## config.mk

```make
export PLATFORM = sky130hd
export DESIGN_NAME = lcdr_target
export DESIGN_NICKNAME = d
export VERILOG_FILES = /design/src/inc/lcdr_pkg.sv /design/src/logic/lcdr_target.sv
export VERILOG_INCLUDE_DIRS = /design/src /design/src/inc
export SDC_FILE = /design/constraint.sdc
export NUM_CORES = 1
export LEC_CHECK = 0
export BUFFER_PORTS_ARGS = -buffer_cell sky130_fd_sc_hd__buf_4
export CORE_MARGIN = 1.5
export CORE_UTILIZATION = 54
export CTS_BUF_LIST = sky130_fd_sc_hd__clkbuf_4 sky130_fd_sc_hd__clkbuf_8 sky130_fd_sc_hd__clkbuf_16
export CTS_CLUSTER_SIZE = 14
export DETAILED_ROUTE_END_ITERATION = 6
export PLACE_DENSITY = 0.76
export SYNTH_ARGS = -nofsm -noshare
export SYNTH_HDL_FRONTEND = slang
export SYNTH_SLANG_ARGS = --single-unit
```

## constraint.sdc

```tcl
create_clock -name sys_clk -period 3.25 [get_ports sys_clk]
set_clock_uncertainty 0.15 [all_clocks]
set_input_delay 0.1625 -clock sys_clk [delete_from_list [all_inputs] [get_ports sys_clk]]
set_output_delay 0.1625 -clock sys_clk [all_outputs]
set_load 0.02 [all_outputs]
```

## src/inc/lcdr_defs.svh

```systemverilog
// Constants for the display driver serial target receiver.
`ifndef LCDR_DEFS_SVH
`define LCDR_DEFS_SVH
`define LCDR_ADDR_FIXED    6'h1c
`define LCDR_ADDR_SEL_BIT  1
`define LCDR_RW_BIT        0
`define LCDR_CONT_BIT      7
`define LCDR_BYTE_BITS     4'h8
`define LCDR_CLK_MHZ       250
`define LCDR_FILT_NS       12
`define LCDR_FILT_CYC      ((`LCDR_FILT_NS * `LCDR_CLK_MHZ + 999) / 1000)
`define LCDR_FIFO_DEPTH    8
`define LCDR_PTR_W         5
`define LCDR_SYNC_RST      6'h03
`endif

```

## src/inc/lcdr_pkg.sv

```systemverilog
// Types for the display driver serial target receiver.
`default_nettype none
package lcdr_pkg;
   typedef enum logic [2:0] {
      LCDR_ST_IDLE   = 3'b000,
      LCDR_ST_ADDR   = 3'b001,
      LCDR_ST_CMD    = 3'b010,
      LCDR_ST_DATA   = 3'b011,
      LCDR_ST_IGNORE = 3'b100
   } lcdr_state_t;
   typedef logic [2:0] lcdr_sub_t;
endpackage
`default_nettype wire

```

## src/logic/lcdr_target.sv

```systemverilog
// Serial bus target receiver of a segment display driver, with its display data FIFO.
//
// Overview of operation
// - Any number of bytes per frame; each eight-bit byte has one acknowledge clock.
// - When addressed, acknowledge the address and every command byte; display data only as below.
// - Acknowledge by holding data low across the whole ninth clock high phase.
// - Only a target receiver; the only data line output is the acknowledge.
// - Three subaddress straps form a binary subaddress; all low gives zero.
// - Respond to address 0111 000 or 0111 001; bit 1 equals select strap.
// - Never acknowledge an address byte requesting a read.
// - Matching devices acknowledge address together; others ignore the whole transfer.
// - Command bytes follow the address; cleared top flag marks the last command.
// - Every selected device acknowledges every command byte regardless of subaddress.
// - Store display data at the location of data pointer and subaddress counter.
// - Advance data pointer after each display data byte not refused for a full FIFO; subaddress counter advances on pointer wrap.
// - Acknowledge display data only when own subaddress equals subaddress counter.
// - Accept either a stop or a repeated start after the last byte.
// - Start is data falling with clock high; stop is data rising with clock high.
// - Sample one bit per clock pulse on the clock rising edge.
`timescale 1ns/10ps
`include "lcdr_defs.svh"
`default_nettype none

module lcdr_fifo #(
   parameter int WIDTH = 8,
   parameter int DEPTH = `LCDR_FIFO_DEPTH
) (
   input  wire logic             sys_clk,
   input  wire logic             reset_n,
   input  wire logic             in_valid,
   output logic                  in_ready,
   input  wire logic [WIDTH-1:0] in_data,
   output logic                  out_valid,
   input  wire logic             out_ready,
   output logic      [WIDTH-1:0] out_data
);
   localparam int AW = $clog2(DEPTH);
   logic [WIDTH-1:0] mem [DEPTH];
   logic [AW-1:0]    wr_ptr;
   logic [AW-1:0]    rd_ptr;
   logic [AW:0]      fill;
   logic [AW-1:0]    next_wr_ptr;
   logic [AW-1:0]    next_rd_ptr;
   logic [AW:0]      next_fill;
   logic             push;
   logic             pop;
   assign in_ready  = (fill < (AW+1)'(DEPTH));
   assign out_valid = (fill != '0);
   assign out_data  = mem[rd_ptr];
   assign push      = in_valid && in_ready;
   assign pop       = out_valid && out_ready;
   always_comb begin
      next_wr_ptr = wr_ptr;
      next_rd_ptr = rd_ptr;
      next_fill   = fill;
      if (push) begin
         next_wr_ptr = (wr_ptr == AW'(DEPTH - 1)) ? '0 : wr_ptr + 1'b1;
      end
      if (pop) begin
         next_rd_ptr = (rd_ptr == AW'(DEPTH - 1)) ? '0 : rd_ptr + 1'b1;
      end
      if (push && !pop) begin
         next_fill = fill + 1'b1;
      end else if (pop && !push) begin
         next_fill = fill - 1'b1;
      end
   end

   always_ff @(posedge sys_clk or negedge reset_n) begin
      if (!reset_n) begin
         wr_ptr <= '0;
         rd_ptr <= '0;
         fill   <= '0;
      end else begin
         wr_ptr <= next_wr_ptr;
         rd_ptr <= next_rd_ptr;
         fill   <= next_fill;
      end
   end

   // The storage holds no control state and needs no reset.
   always_ff @(posedge sys_clk) begin
      if (push) begin
         mem[wr_ptr] <= in_data;
      end
   end
endmodule // lcdr_fifo

module lcdr_target #(
   parameter int PTR_W      = `LCDR_PTR_W,
   parameter int FIFO_DEPTH = `LCDR_FIFO_DEPTH
) (
   input  wire logic                   sys_clk,
   input  wire logic                   reset_n,
   input  wire logic                   scl_in,
   input  wire logic                   sda_in,
   output logic                        sda_out,
   output logic                        sda_oe,
   input  wire logic                   addr_select_strap,
   input  wire logic                   subaddr_strap_bit0,
   input  wire logic                   subaddr_strap_bit1,
   input  wire logic                   subaddr_strap_bit2,
   input  wire logic                   ptr_load,
   input  wire logic [PTR_W-1:0]       ptr_value,
   input  wire logic                   sub_load,
   input  wire lcdr_pkg::lcdr_sub_t    sub_value,
   output logic                        cmd_valid,
   output logic      [7:0]             cmd_byte,
   output logic                        ram_valid,
   input  wire logic                   ram_ready,
   output logic      [7:0]             ram_data,
   output logic      [PTR_W-1:0]       ram_addr,
   output logic      [PTR_W-1:0]       data_ptr,
   output lcdr_pkg::lcdr_sub_t         sub_count
);
   import lcdr_pkg::*;
   localparam int FW = 8 + PTR_W;
   localparam logic [3:0] FILT_LAST = 4'(`LCDR_FILT_CYC - 1);

   logic [5:0]  pins;
   logic [5:0]  sync1;
   logic [5:0]  sync2;
   logic [5:0]  next_sync1;
   logic [5:0]  next_sync2;
   logic [1:0]  filt;
   logic [1:0]  prev;
   logic [3:0]  filt_cnt [2];
   lcdr_state_t state;
   lcdr_state_t next_state;
   logic [7:0]  shift;
   logic [7:0]  next_shift;
   logic [3:0]  bit_cnt;
   logic [3:0]  next_bit_cnt;
   logic        in_ack;
   logic        next_in_ack;
   logic        next_sda_oe;
   logic        next_cmd_valid;
   logic [7:0]  next_cmd_byte;
   logic [PTR_W-1:0] next_data_ptr;
   lcdr_sub_t   next_sub_count;
   logic        push;
   logic        fifo_ready;
   logic        scl_rise;
   logic        scl_fall;
   logic        start_seen;
   logic        stop_seen;
   lcdr_sub_t   own_sub;

   assign pins = {subaddr_strap_bit2, subaddr_strap_bit1, subaddr_strap_bit0,
                  addr_select_strap, sda_in, scl_in};

   always_comb begin
      next_sync1 = pins;
      next_sync2 = sync1;
   end

   always_ff @(posedge sys_clk or negedge reset_n) begin
      if (!reset_n) begin
         sync1 <= `LCDR_SYNC_RST;
         sync2 <= `LCDR_SYNC_RST;
      end else begin
         sync1 <= next_sync1;
         sync2 <= next_sync2;
      end
   end

   genvar gi;
   generate
      for (gi = 0; gi < 2; gi++) begin : g_filt
         logic       next_filt;
         logic [3:0] next_cnt;
         // a line changes only after staying at a new level
         always_comb begin
            next_filt = filt[gi];
            next_cnt  = 4'h0;
            if (sync2[gi] != filt[gi]) begin
               if (filt_cnt[gi] >= FILT_LAST) begin
                  next_filt = sync2[gi];
               end else begin
                  next_cnt = filt_cnt[gi] + 4'h1;
               end
            end
         end
         always_ff @(posedge sys_clk or negedge reset_n) begin
            if (!reset_n) begin
               filt[gi]     <= 1'b1;
               prev[gi]     <= 1'b1;
               filt_cnt[gi] <= 4'h0;
            end else begin
               filt[gi]     <= next_filt;
               prev[gi]     <= filt[gi];
               filt_cnt[gi] <= next_cnt;
            end
         end
      end
   endgenerate
   assign own_sub  = sync2[5:3];
   assign scl_rise = filt[0] && !prev[0];
   assign scl_fall = !filt[0] && prev[0];
   // start and stop while the clock stays high
   assign start_seen = filt[0] && prev[0] && !filt[1] && prev[1];
   assign stop_seen  = filt[0] && prev[0] && filt[1] && !prev[1];
   // open-drain data line, only ever pulled low
   assign sda_out = 1'b0;
   always_comb begin
      next_state     = state;
      next_shift     = shift;
      next_bit_cnt   = bit_cnt;
      next_in_ack    = in_ack;
      next_sda_oe    = sda_oe;
      next_cmd_valid = 1'b0;
      next_cmd_byte  = cmd_byte;
      next_data_ptr  = data_ptr;
      next_sub_count = sub_count;
      push           = 1'b0;
      if (ptr_load) begin
         next_data_ptr = ptr_value;
      end
      if (sub_load) begin
         next_sub_count = sub_value;
      end
      if (start_seen || stop_seen) begin
         // repeated start begins a new access
         next_state   = start_seen ? LCDR_ST_ADDR : LCDR_ST_IDLE;
         next_bit_cnt = 4'h0;
         next_in_ack  = 1'b0;
         next_sda_oe  = 1'b0;
      end else if (state != LCDR_ST_IDLE) begin
         if (scl_rise && !in_ack && bit_cnt != `LCDR_BYTE_BITS) begin
            next_shift   = {shift[6:0], filt[1]};
            next_bit_cnt = bit_cnt + 4'h1;
         end else if (scl_fall && in_ack) begin
            // release after the ninth clock falls
            next_in_ack  = 1'b0;
            next_sda_oe  = 1'b0;
            next_bit_cnt = 4'h0;
         end else if (scl_fall && bit_cnt == `LCDR_BYTE_BITS) begin
            // every byte is followed by an acknowledge clock
            next_in_ack = 1'b1;
            case (state)
               LCDR_ST_ADDR: begin
                  if (shift[7:2] == `LCDR_ADDR_FIXED &&
                      shift[`LCDR_ADDR_SEL_BIT] == sync2[2] &&
                      !shift[`LCDR_RW_BIT]) begin
                     next_sda_oe = 1'b1;
                     next_state  = LCDR_ST_CMD;
                  end else begin
                     next_state  = LCDR_ST_IGNORE;
                  end
               end
               LCDR_ST_CMD: begin
                  next_sda_oe    = 1'b1;
                  next_cmd_valid = 1'b1;
                  next_cmd_byte  = shift;
                  // cleared flag ends the command phase
                  if (!shift[`LCDR_CONT_BIT]) begin
                     next_state = LCDR_ST_DATA;
                  end
               end
               LCDR_ST_DATA: begin
                  if (own_sub == sub_count) begin
                     // store at pointer when the FIFO has room
                     push        = fifo_ready;
                     next_sda_oe = fifo_ready;
                  end
                  if (own_sub != sub_count || fifo_ready) begin
                     next_data_ptr = data_ptr + 1'b1;
                     if (data_ptr == {PTR_W{1'b1}}) begin
                        next_sub_count = sub_count + 3'h1;
                     end
                  end
               end
               default: begin
                  next_sda_oe = 1'b0;
               end
            endcase
         end
      end
   end

   always_ff @(posedge sys_clk or negedge reset_n) begin
      if (!reset_n) begin
         state     <= LCDR_ST_IDLE;
         shift     <= 8'h00;
         bit_cnt   <= 4'h0;
         in_ack    <= 1'b0;
         sda_oe    <= 1'b0;
         cmd_valid <= 1'b0;
         cmd_byte  <= 8'h00;
         data_ptr  <= '0;
         sub_count <= 3'h0;
      end else begin
         state     <= next_state;
         shift     <= next_shift;
         bit_cnt   <= next_bit_cnt;
         in_ack    <= next_in_ack;
         sda_oe    <= next_sda_oe;
         cmd_valid <= next_cmd_valid;
         cmd_byte  <= next_cmd_byte;
         data_ptr  <= next_data_ptr;
         sub_count <= next_sub_count;
      end
   end

   logic [FW-1:0] fifo_out;

   lcdr_fifo #(
      .WIDTH (FW),
      .DEPTH (FIFO_DEPTH)
   ) u_fifo (
      .sys_clk   (sys_clk),
      .reset_n   (reset_n),
      .in_valid  (push),
      .in_ready  (fifo_ready),
      .in_data   ({data_ptr, shift}),
      .out_valid (ram_valid),
      .out_ready (ram_ready),
      .out_data  (fifo_out)
   );

   assign ram_data = fifo_out[7:0];
   assign ram_addr = fifo_out[FW-1:8];
endmodule // lcdr_target

`default_nettype wire
```

==> results of run 1 <==
[per-layer routing]
metal	vias to the layer above	part of all wire [%]	track usage, %
li1	1742	-	-
met1	1989	44	27.0
met2	96	50	35.0
met3	17	4.5	5.87
met4	0	1.6	7.15
met5	-	0	0
[metrics by stage]
| stage | power [uW] | worst slack (ns) | cell area, um^2 | instances |
|---|---|---|---|---|
| after floorplan | 4010 | 0.00567 | 7050 | 409 |
| final | 6570 | 0.283 | 8500 | 684 |
| after detailed placement | 4550 | 0.213 | 7680 | 629 |
| after global placement | 4480 | 0.320 | 7680 | 629 |
| after CTS | 6610 | 0.133 | 8480 | 681 |
| after global routing | 6870 | 0.0617 | 8500 | 684 |
[power by group]
part | internal (uW) | leakage, uW | switching [uW] | total, uW
logic | 857 | 0.00125 | 672 | 1530
clock network | 1240 | 0.000294 | 803 | 2040
registers | 2620 | 0.00178 | 386 | 3000
[synthesized netlist by cell type (all sizes together), types with 2 or more instances]
| cell | number |
|---|---|
| o221a | 3 |
| o21ai | 6 |
| o21bai | 4 |
| nand3b | 3 |
| nand3 | 6 |
| o31ai | 2 |
| a32o | 2 |
| nor2b | 3 |
| mux4 | 26 |
| nor4 | 3 |
| and3 | 5 |
| xor2 | 3 |
| nor3b | 5 |
| nor3 | 4 |
| or3 | 2 |
| nand2b | 3 |
| edfxtp | 104 |
| a211oi | 2 |
| mux2i | 4 |
| mux2 | 39 |
| nand2 | 28 |
| clkbuf | 6 |
| nor2 | 11 |
| dfstp | 8 |
| or4 | 2 |
| nand4b | 2 |
| ha | 16 |
| a21o | 3 |
| nor4b | 2 |
| a21oi | 3 |
| inv | 9 |
| xnor2 | 8 |
| dfrtp | 60 |
| buf | 8 |
| o22ai | 2 |
[registers in the layout, summed over array words and instances, names as in the netlist, 4 cells and up]
name,count
u_fifo.mem,104
bit_cnt,4
data_ptr,5
shift,8
u_fifo.fill,4
cmd_byte,8
sync2,6
filt_cnt,8
next_sync2,6
[how the worst min path moves through the flow]
stage | start | end | slack (ns)
global route | sub_load | sub_count[2] | 0.04
detailed placement | scl_in | next_sync2[0] | 0.12
finish | sub_load | sub_count[2] | 0.02
global placement | sda_in | next_sync2[1] | 0.12
floorplan | reset_n | bit_cnt[0] | -0.28
CTS | sub_load | sub_count[2] | 0.02
[logic make-up (layout without fill, tap and decap cells)]
kind of cell | count (synthesis) | count (layout) | share of synthesized area [%]
AOI/OAI and AO/OA | 32 | 32 | 3.49
xor gates and xnor gates | 11 | 11 | 1.37
adders and majority gates | 17 | 17 | 3.13
buffers and inverters | 23 | 126 | 1.62
DFF | 172 | 172 | 68.8
muxes | 69 | 69 | 15.2
other | 1 | 3 | 0.0534
and+or+nand+nor | 82 | 82 | 6.37
[cell usage in the layout, fill, tap and decap left out, types with 3 or more instances in the layout]
master,n
a21o_1,3
and3_1,5
buf_4,64
bufinv_16,3
clkbuf_16,17
clkinv_2,4
conb_1,3
dfrtp_1,60
dfstp_2,8
dlygate4sd3_1,20
edfxtp_1,104
ha_1,16
inv_1,8
mux2_2,38
mux2i_1,4
mux4_2,26
nand2_1,28
nand2b_1,3
nand3_1,6
nand3b_1,3
nor2_1,11
nor3_1,4
nor3b_2,3
o21ai_0,4
o21bai_1,4
o221a_2,3
xnor2_1,8
xor2_1,3
[timing repair]
item                                   4_1_cts  5_1_grt
hold buffers                                20        0
setup endpoints to repair                    0        1
setup buffers                                0        3
endpoints found under the hold margin       74        0
gates resized for setup                      0        1
[critical path, cell delays in order (launching register included)]
cell and delay (ns):
dfrtp_1 0.41, inv_1 0.07, ha_1 0.13, nand3b_1 0.12, nand3b_1 0.20, or3_1 0.39, inv_2 0.10, ha_1 0.20
inv_1 0.10, ha_1 0.29, a21o_1 0.20, a21oi_2 0.15, xnor2_1 0.13, nor2_1 0.07, xnor2_1 0.12
[area by class of cell]
class / instances / share of cell area, %
inverter: 9 / 0.397
tap: 172 / 2.53
timing repair buffer: 85 / 8.24
clock inverter: 12 / 1.72
clock buffer: 20 / 5.34
sequential: 172 / 56.9
multi-input combinational: 214 / 24.9
==> out/results.txt, run 1 <==
status: finished clean
Root Buffer: clkbuf_16
HP Class: input pin to register
routability congestion estimate: 0.779
ant diodes: 0
Worst R2R End: u_fifo.fill[3]
critical path class: register to register
PD cells: 773 nW/um^2
sequential share of the synthesized area: 68.8%
Startpoint Class: register
cells on worst reg2reg path: 14
clock slew at reported path FFs: 0.06 ns
layout cells sized above 1: 35.7%
number of I/O port buffers: 50
Syn Area/Cell: 17.3 um^2
vias in the first global route: 3967
CTS tree: yes
# H-tree levels: 4
min Tclk post-route: 2.97 ns
Max Freq: 337 MHz
# IOs: 52
initial antenna violation count: 0
count of pins over their slew limit: 0
hpwl dp: 7610 um
Async SR Flop Fraction: 39.5%
register area: 4830 um^2
Syn Std Cell Area: 7030 um^2
insertion delay to the later sink of the worst-skew pair: 0.42 ns
Worst-Margin Slew: 0.867 ns
last element of the critical path: u_fifo.fill[3]
residual DRC count: 0
first-pass GRT wire length: 20600 um
FF-to-FF Start: bit_cnt[0]
Slew HR: 42.2%
total clock sinks: 172
clock tree buffer depth: 2
reg2reg setup slack: 0.28 ns
final WL: 12800 um
row count: 41
clock buffer count from CTS: 17
largest net degree at the start of global routing: 69
Unique masters post-synth: 54
starting density of the core: 55.5%
top cell type's share of synthesized area: 44.4%
cell taking the most area after synthesis: edfxtp_1
Yosys reg bits: 172
Final Hold Viols: 0
multi-input logic area: 2120 um^2
crit path launch: bit_cnt[0]
fillers: 898
synth top area cells: edfxtp_1 (44%), dfrtp_1 (21%), mux4_2 (8.3%), mux2_2 (6.1%), dfstp_2 (3.0%)
routed len/inst: 18.7 um
Core Region: 12700 um^2
Congestion Overflow GR: 0
Yosys Warn Count: 0
Final period util: 91.3%
Fin Hold WS: 0.0224 ns
Die X: 117 um
Layout area overhead: 21.0%
Leak Pwr: 0.00332 uW
critical-path maximum fanout: 5
WP data required: 3.41 ns
RSZ-0062 raised after global routing: no
critical path capture point type: register
vias post-DR: 3844
Mapped Cells: 407
1st-iter DRT viols: 260
peak supply drop: 0.357 mV
Worst Path Arrival: 3.13 ns
global-route usage over all layers: 21.0%
Hold Path Depth: 4
EDFF count, synth: 104
Top FF cell, synth: edfxtp_1
drt pass-1 iters: 4
Antenna Nets Post-Route: 0
fin nets: 535
die area: 13700 um^2
Core Util, Final: 67.1%
setup violators final: 0
final setup TNS: 0 ns
# Max-Cap Violations: 0
die height: 117 um
Via density: 5.62
No activity file was read; power rests on OpenSTA's default activity.
==> inputs of run 2 (changes only) <==
Settings changed: PLACE_DENSITY 0.76 to 0.75, SYNTH_HIERARCHICAL from default to 1.
==> out/results.txt, run 2 <==
1st-iter DRT viols: 244 (-6.2%)
clock buffer count from CTS: 17 (unchanged)
final setup TNS: 0 ns (unchanged)
max FFs per register: 104 (unchanged)
insertion delay to the later sink of the worst-skew pair: 0.42 ns (about the same)
Worst Path Arrival: 3.25 ns (+0.12 ns)
# H-tree levels: 4 (unchanged)
Max Freq: 320 MHz (-4.9%)
placed cell count: 645 (+2.5%)
fin cells: 702 (+2.6%)
# IOs: 52 (unchanged)
WP data required: 3.38 ns (-0.03 ns)
most frequent cell after synthesis: edfxtp_1
fillers: 901 (+0.33%)
residual DRC count: 0 (unchanged)
FF-to-FF Start: bit_cnt[1]
EDFF count, synth: 104 (unchanged)
synth top area cells: edfxtp_1 (43%), dfrtp_1 (21%), mux4_1 (8.7%), mux2_2 (4.8%), dfstp_2 (2.9%)
Power, Total: 5150 uW (-22%)
clock slew at reported path FFs: 0.06 ns (about the same)
M2 GR Usage: 34.1% (-0.89 points)
# Max-Cap Violations: 0 (unchanged)
vias in the first global route: 4117 (+3.8%)
fin nets: 550 (+2.8%)
routed len/inst: 18.4 um (-1.7%)
die height: 119 um (+1.4%)
Top FF cell, synth: edfxtp_1
Yosys Warn Count: 6 (+6)
Final period util: 96.0% (+4.8 points)
Syn Std Cell Area: 7230 um^2 (+3.0%)
Yosys reg bits: 172 (unchanged)
critical-path maximum fanout: 4 (-1)
Antenna Nets Post-Route: 0 (unchanged)
leading cell types by count after synthesis: edfxtp_1 (104), dfrtp_1 (60), mux2_2 (31)
GR Layer Usage met1: 24.6% (-2.4 points)
critical path capture point type: register
Worst-Margin Slew: 0.837 ns (-0.0300 ns)
Hold Path Depth: 4 (unchanged)
number of I/O port buffers: 50 (unchanged)
Die X: 119 um (+1.4%)
total clock sinks: 172 (unchanged)
Via density: 5.57 (-0.97%)
Worst R2R End: u_fifo/fill[3]
first-pass GRT wire length: 20900 um (+1.3%)
vias post-DR: 3907 (+1.6%)
critical path class: register to register
cells on worst reg2reg path: 13 (-1)
Leak Pwr: 0.00347 uW (+4.4%)
clock tree buffer depth: 2 (unchanged)
Biggest register: u_fifo/mem
layout cells sized above 1: 31.0% (-4.8 points)
Slew HR: 44.2% (+2.0 points)
status: finished clean
Core Util, Final: 66.3% (-0.77 points)
most common cell after layout, fill and taps aside: edfxtp_1
peak supply drop: 0.313 mV (-12%)
drt pass-1 iters: 4 (unchanged)
cell taking the most area after synthesis: edfxtp_1
ant diodes: 0 (unchanged)
reg2reg setup slack: 0.13 ns (-0.15 ns)
GRT met3 Usage: 3.86% (-2.0 points)
Layout area overhead: 20.5%
CTS tree: yes
PD cells: 591 nW/um^2 (-24%)
Async SR Flop Fraction: 39.5% (unchanged)
HP Class: input pin to register
Congestion Overflow GR: 0 (unchanged)
grt peak-use layer: met2
min Tclk post-route: 3.12 ns (+0.154 ns)
Unique masters post-synth: 55 (+1.9%)
Final Hold Viols: 0 (unchanged)
initial antenna violation count: 0 (unchanged)
Core Region: 13100 um^2 (+3.7%)
starting density of the core: 55.1% (-0.39 points)
row count: 42 (+2.4%)
most frequent cells in the layout: edfxtp_1 (104), buf_4 (69), dfrtp_1 (60)
Hold Crit Start: sub_load
count of pins over their slew limit: 0 (unchanged)
Syn Area/Cell: 17.3 um^2 (about the same)
top cell type's share of synthesized area: 43.2% (-1.3 points)
final WL: 12900 um (+0.87%)
largest net degree at the start of global routing: 69 (unchanged)
global-route usage over all layers: 19.7% (-1.3 points)
setup violators final: 0 (unchanged)
Startpoint Class: register
routability congestion estimate: 0.879 (+13%)
sequential share of the synthesized area: 66.8% (-2.0 points)
RSZ-0062 raised after global routing: no
Mapped Cells: 419 (+2.9%)
die area: 14100 um^2 (+2.9%)
hpwl dp: 7830 um (+2.9%)
Root Buffer: clkbuf_16
crit path launch: bit_cnt[1]
Hold EP: sub_count[2]
run 2: cell types whose count changed after synthesis, sizes merged, moves of 3 or more:
cell | before | now
nand4 | 0 | 3
a21o | 3 | 0
nor2 | 11 | 21
mux2i | 4 | 7
nand2 | 28 | 20
nor3b | 5 | 1
nand3 | 6 | 9
nand2b | 3 | 8
run 2: area by class of cell:
cell class | instances | area, um^2 | share of cell area (%)
sequential | 172 | 4830 | 55.5
multi-input combinational | 223 | 2320 | 26.6
clock inverter | 11 | 123 | 1.41
clock buffer | 20 | 448 | 5.14
timing repair buffer | 90 | 728 | 8.36
tap | 176 | 220 | 2.53
inverter | 10 | 40.0 | 0.459
run 2: kinds of logic (layout without fill, tap and decap cells):
family / count (synthesis) / after routing / synth area share [%]
DFF: 172 / 172 / 66.8
adders and majority gates: 17 / 17 / 3.04
AOI/OAI and AO/OA: 29 / 29 / 2.94
xor gates and xnor gates: 11 / 11 / 1.33
muxes: 73 / 73 / 16.9
other: 1 / 3 / 0.0518
buffers and inverters: 26 / 131 / 1.90
and+or+nand+nor: 90 / 90 / 6.95
run 2: worst max-delay path by stage:
stage / end
6_report: u_fifo/fill[3]
5_1_grt: u_fifo/fill[3]
4_1_cts: u_fifo/fill[3]
3_5_place_dp: u_fifo/fill[3]
3_3_place_gp: u_fifo/fill[3]
2_1_floorplan: u_fifo/fill[3]
run 2: per-layer routing:
metal,vias up,wire length (um)
met1,1980,5420
li1,1817,-
met5,-,0
met3,15,516
met4,0,142
met2,95,6840
run 2: power by group:
group / total [uW] / switching [uW] / internal, uW
Sequential: 2750 / 219 / 2530
Clock: 1920 / 775 / 1150
Combinational: 481 / 236 / 245
run 2: what timing repair did:
item                                    in CTS  in global routing
pin swaps                                    0                  4
endpoints found under the hold margin       74                  0
resized for setup                            2                  9
endpoints found under the setup margin       1                  1
hold buffers                                21                  0
setup buffers                                1                  4
run 2: per-stage QoR:
step | hold WS [ns] | area (um^2) | setup slack, ns
after floorplan | -0.283 | 7250 | 0.0244
after global placement | 0.122 | 7850 | 0.111
after detailed placement | 0.122 | 7850 | -0.0824
after CTS | 0.00712 | 8640 | 0.0146
after global routing | 0.0479 | 8710 | 0.0165
final | 0.0297 | 8710 | 0.129
run 2: critical path, stage by stage, from the launching register on:
cell and delay (ns):
dfrtp_1 0.41, inv_2 0.08, ha_4 0.14, nand3b_4 0.10, nor4b_4 0.33, nand2_2 0.10
nor4_2 0.27, nor2b_4 0.22, ha_4 0.16, inv_4 0.05, ha_4 0.21, or4_1 0.51
o211ai_1 0.10, o211ai_1 0.14
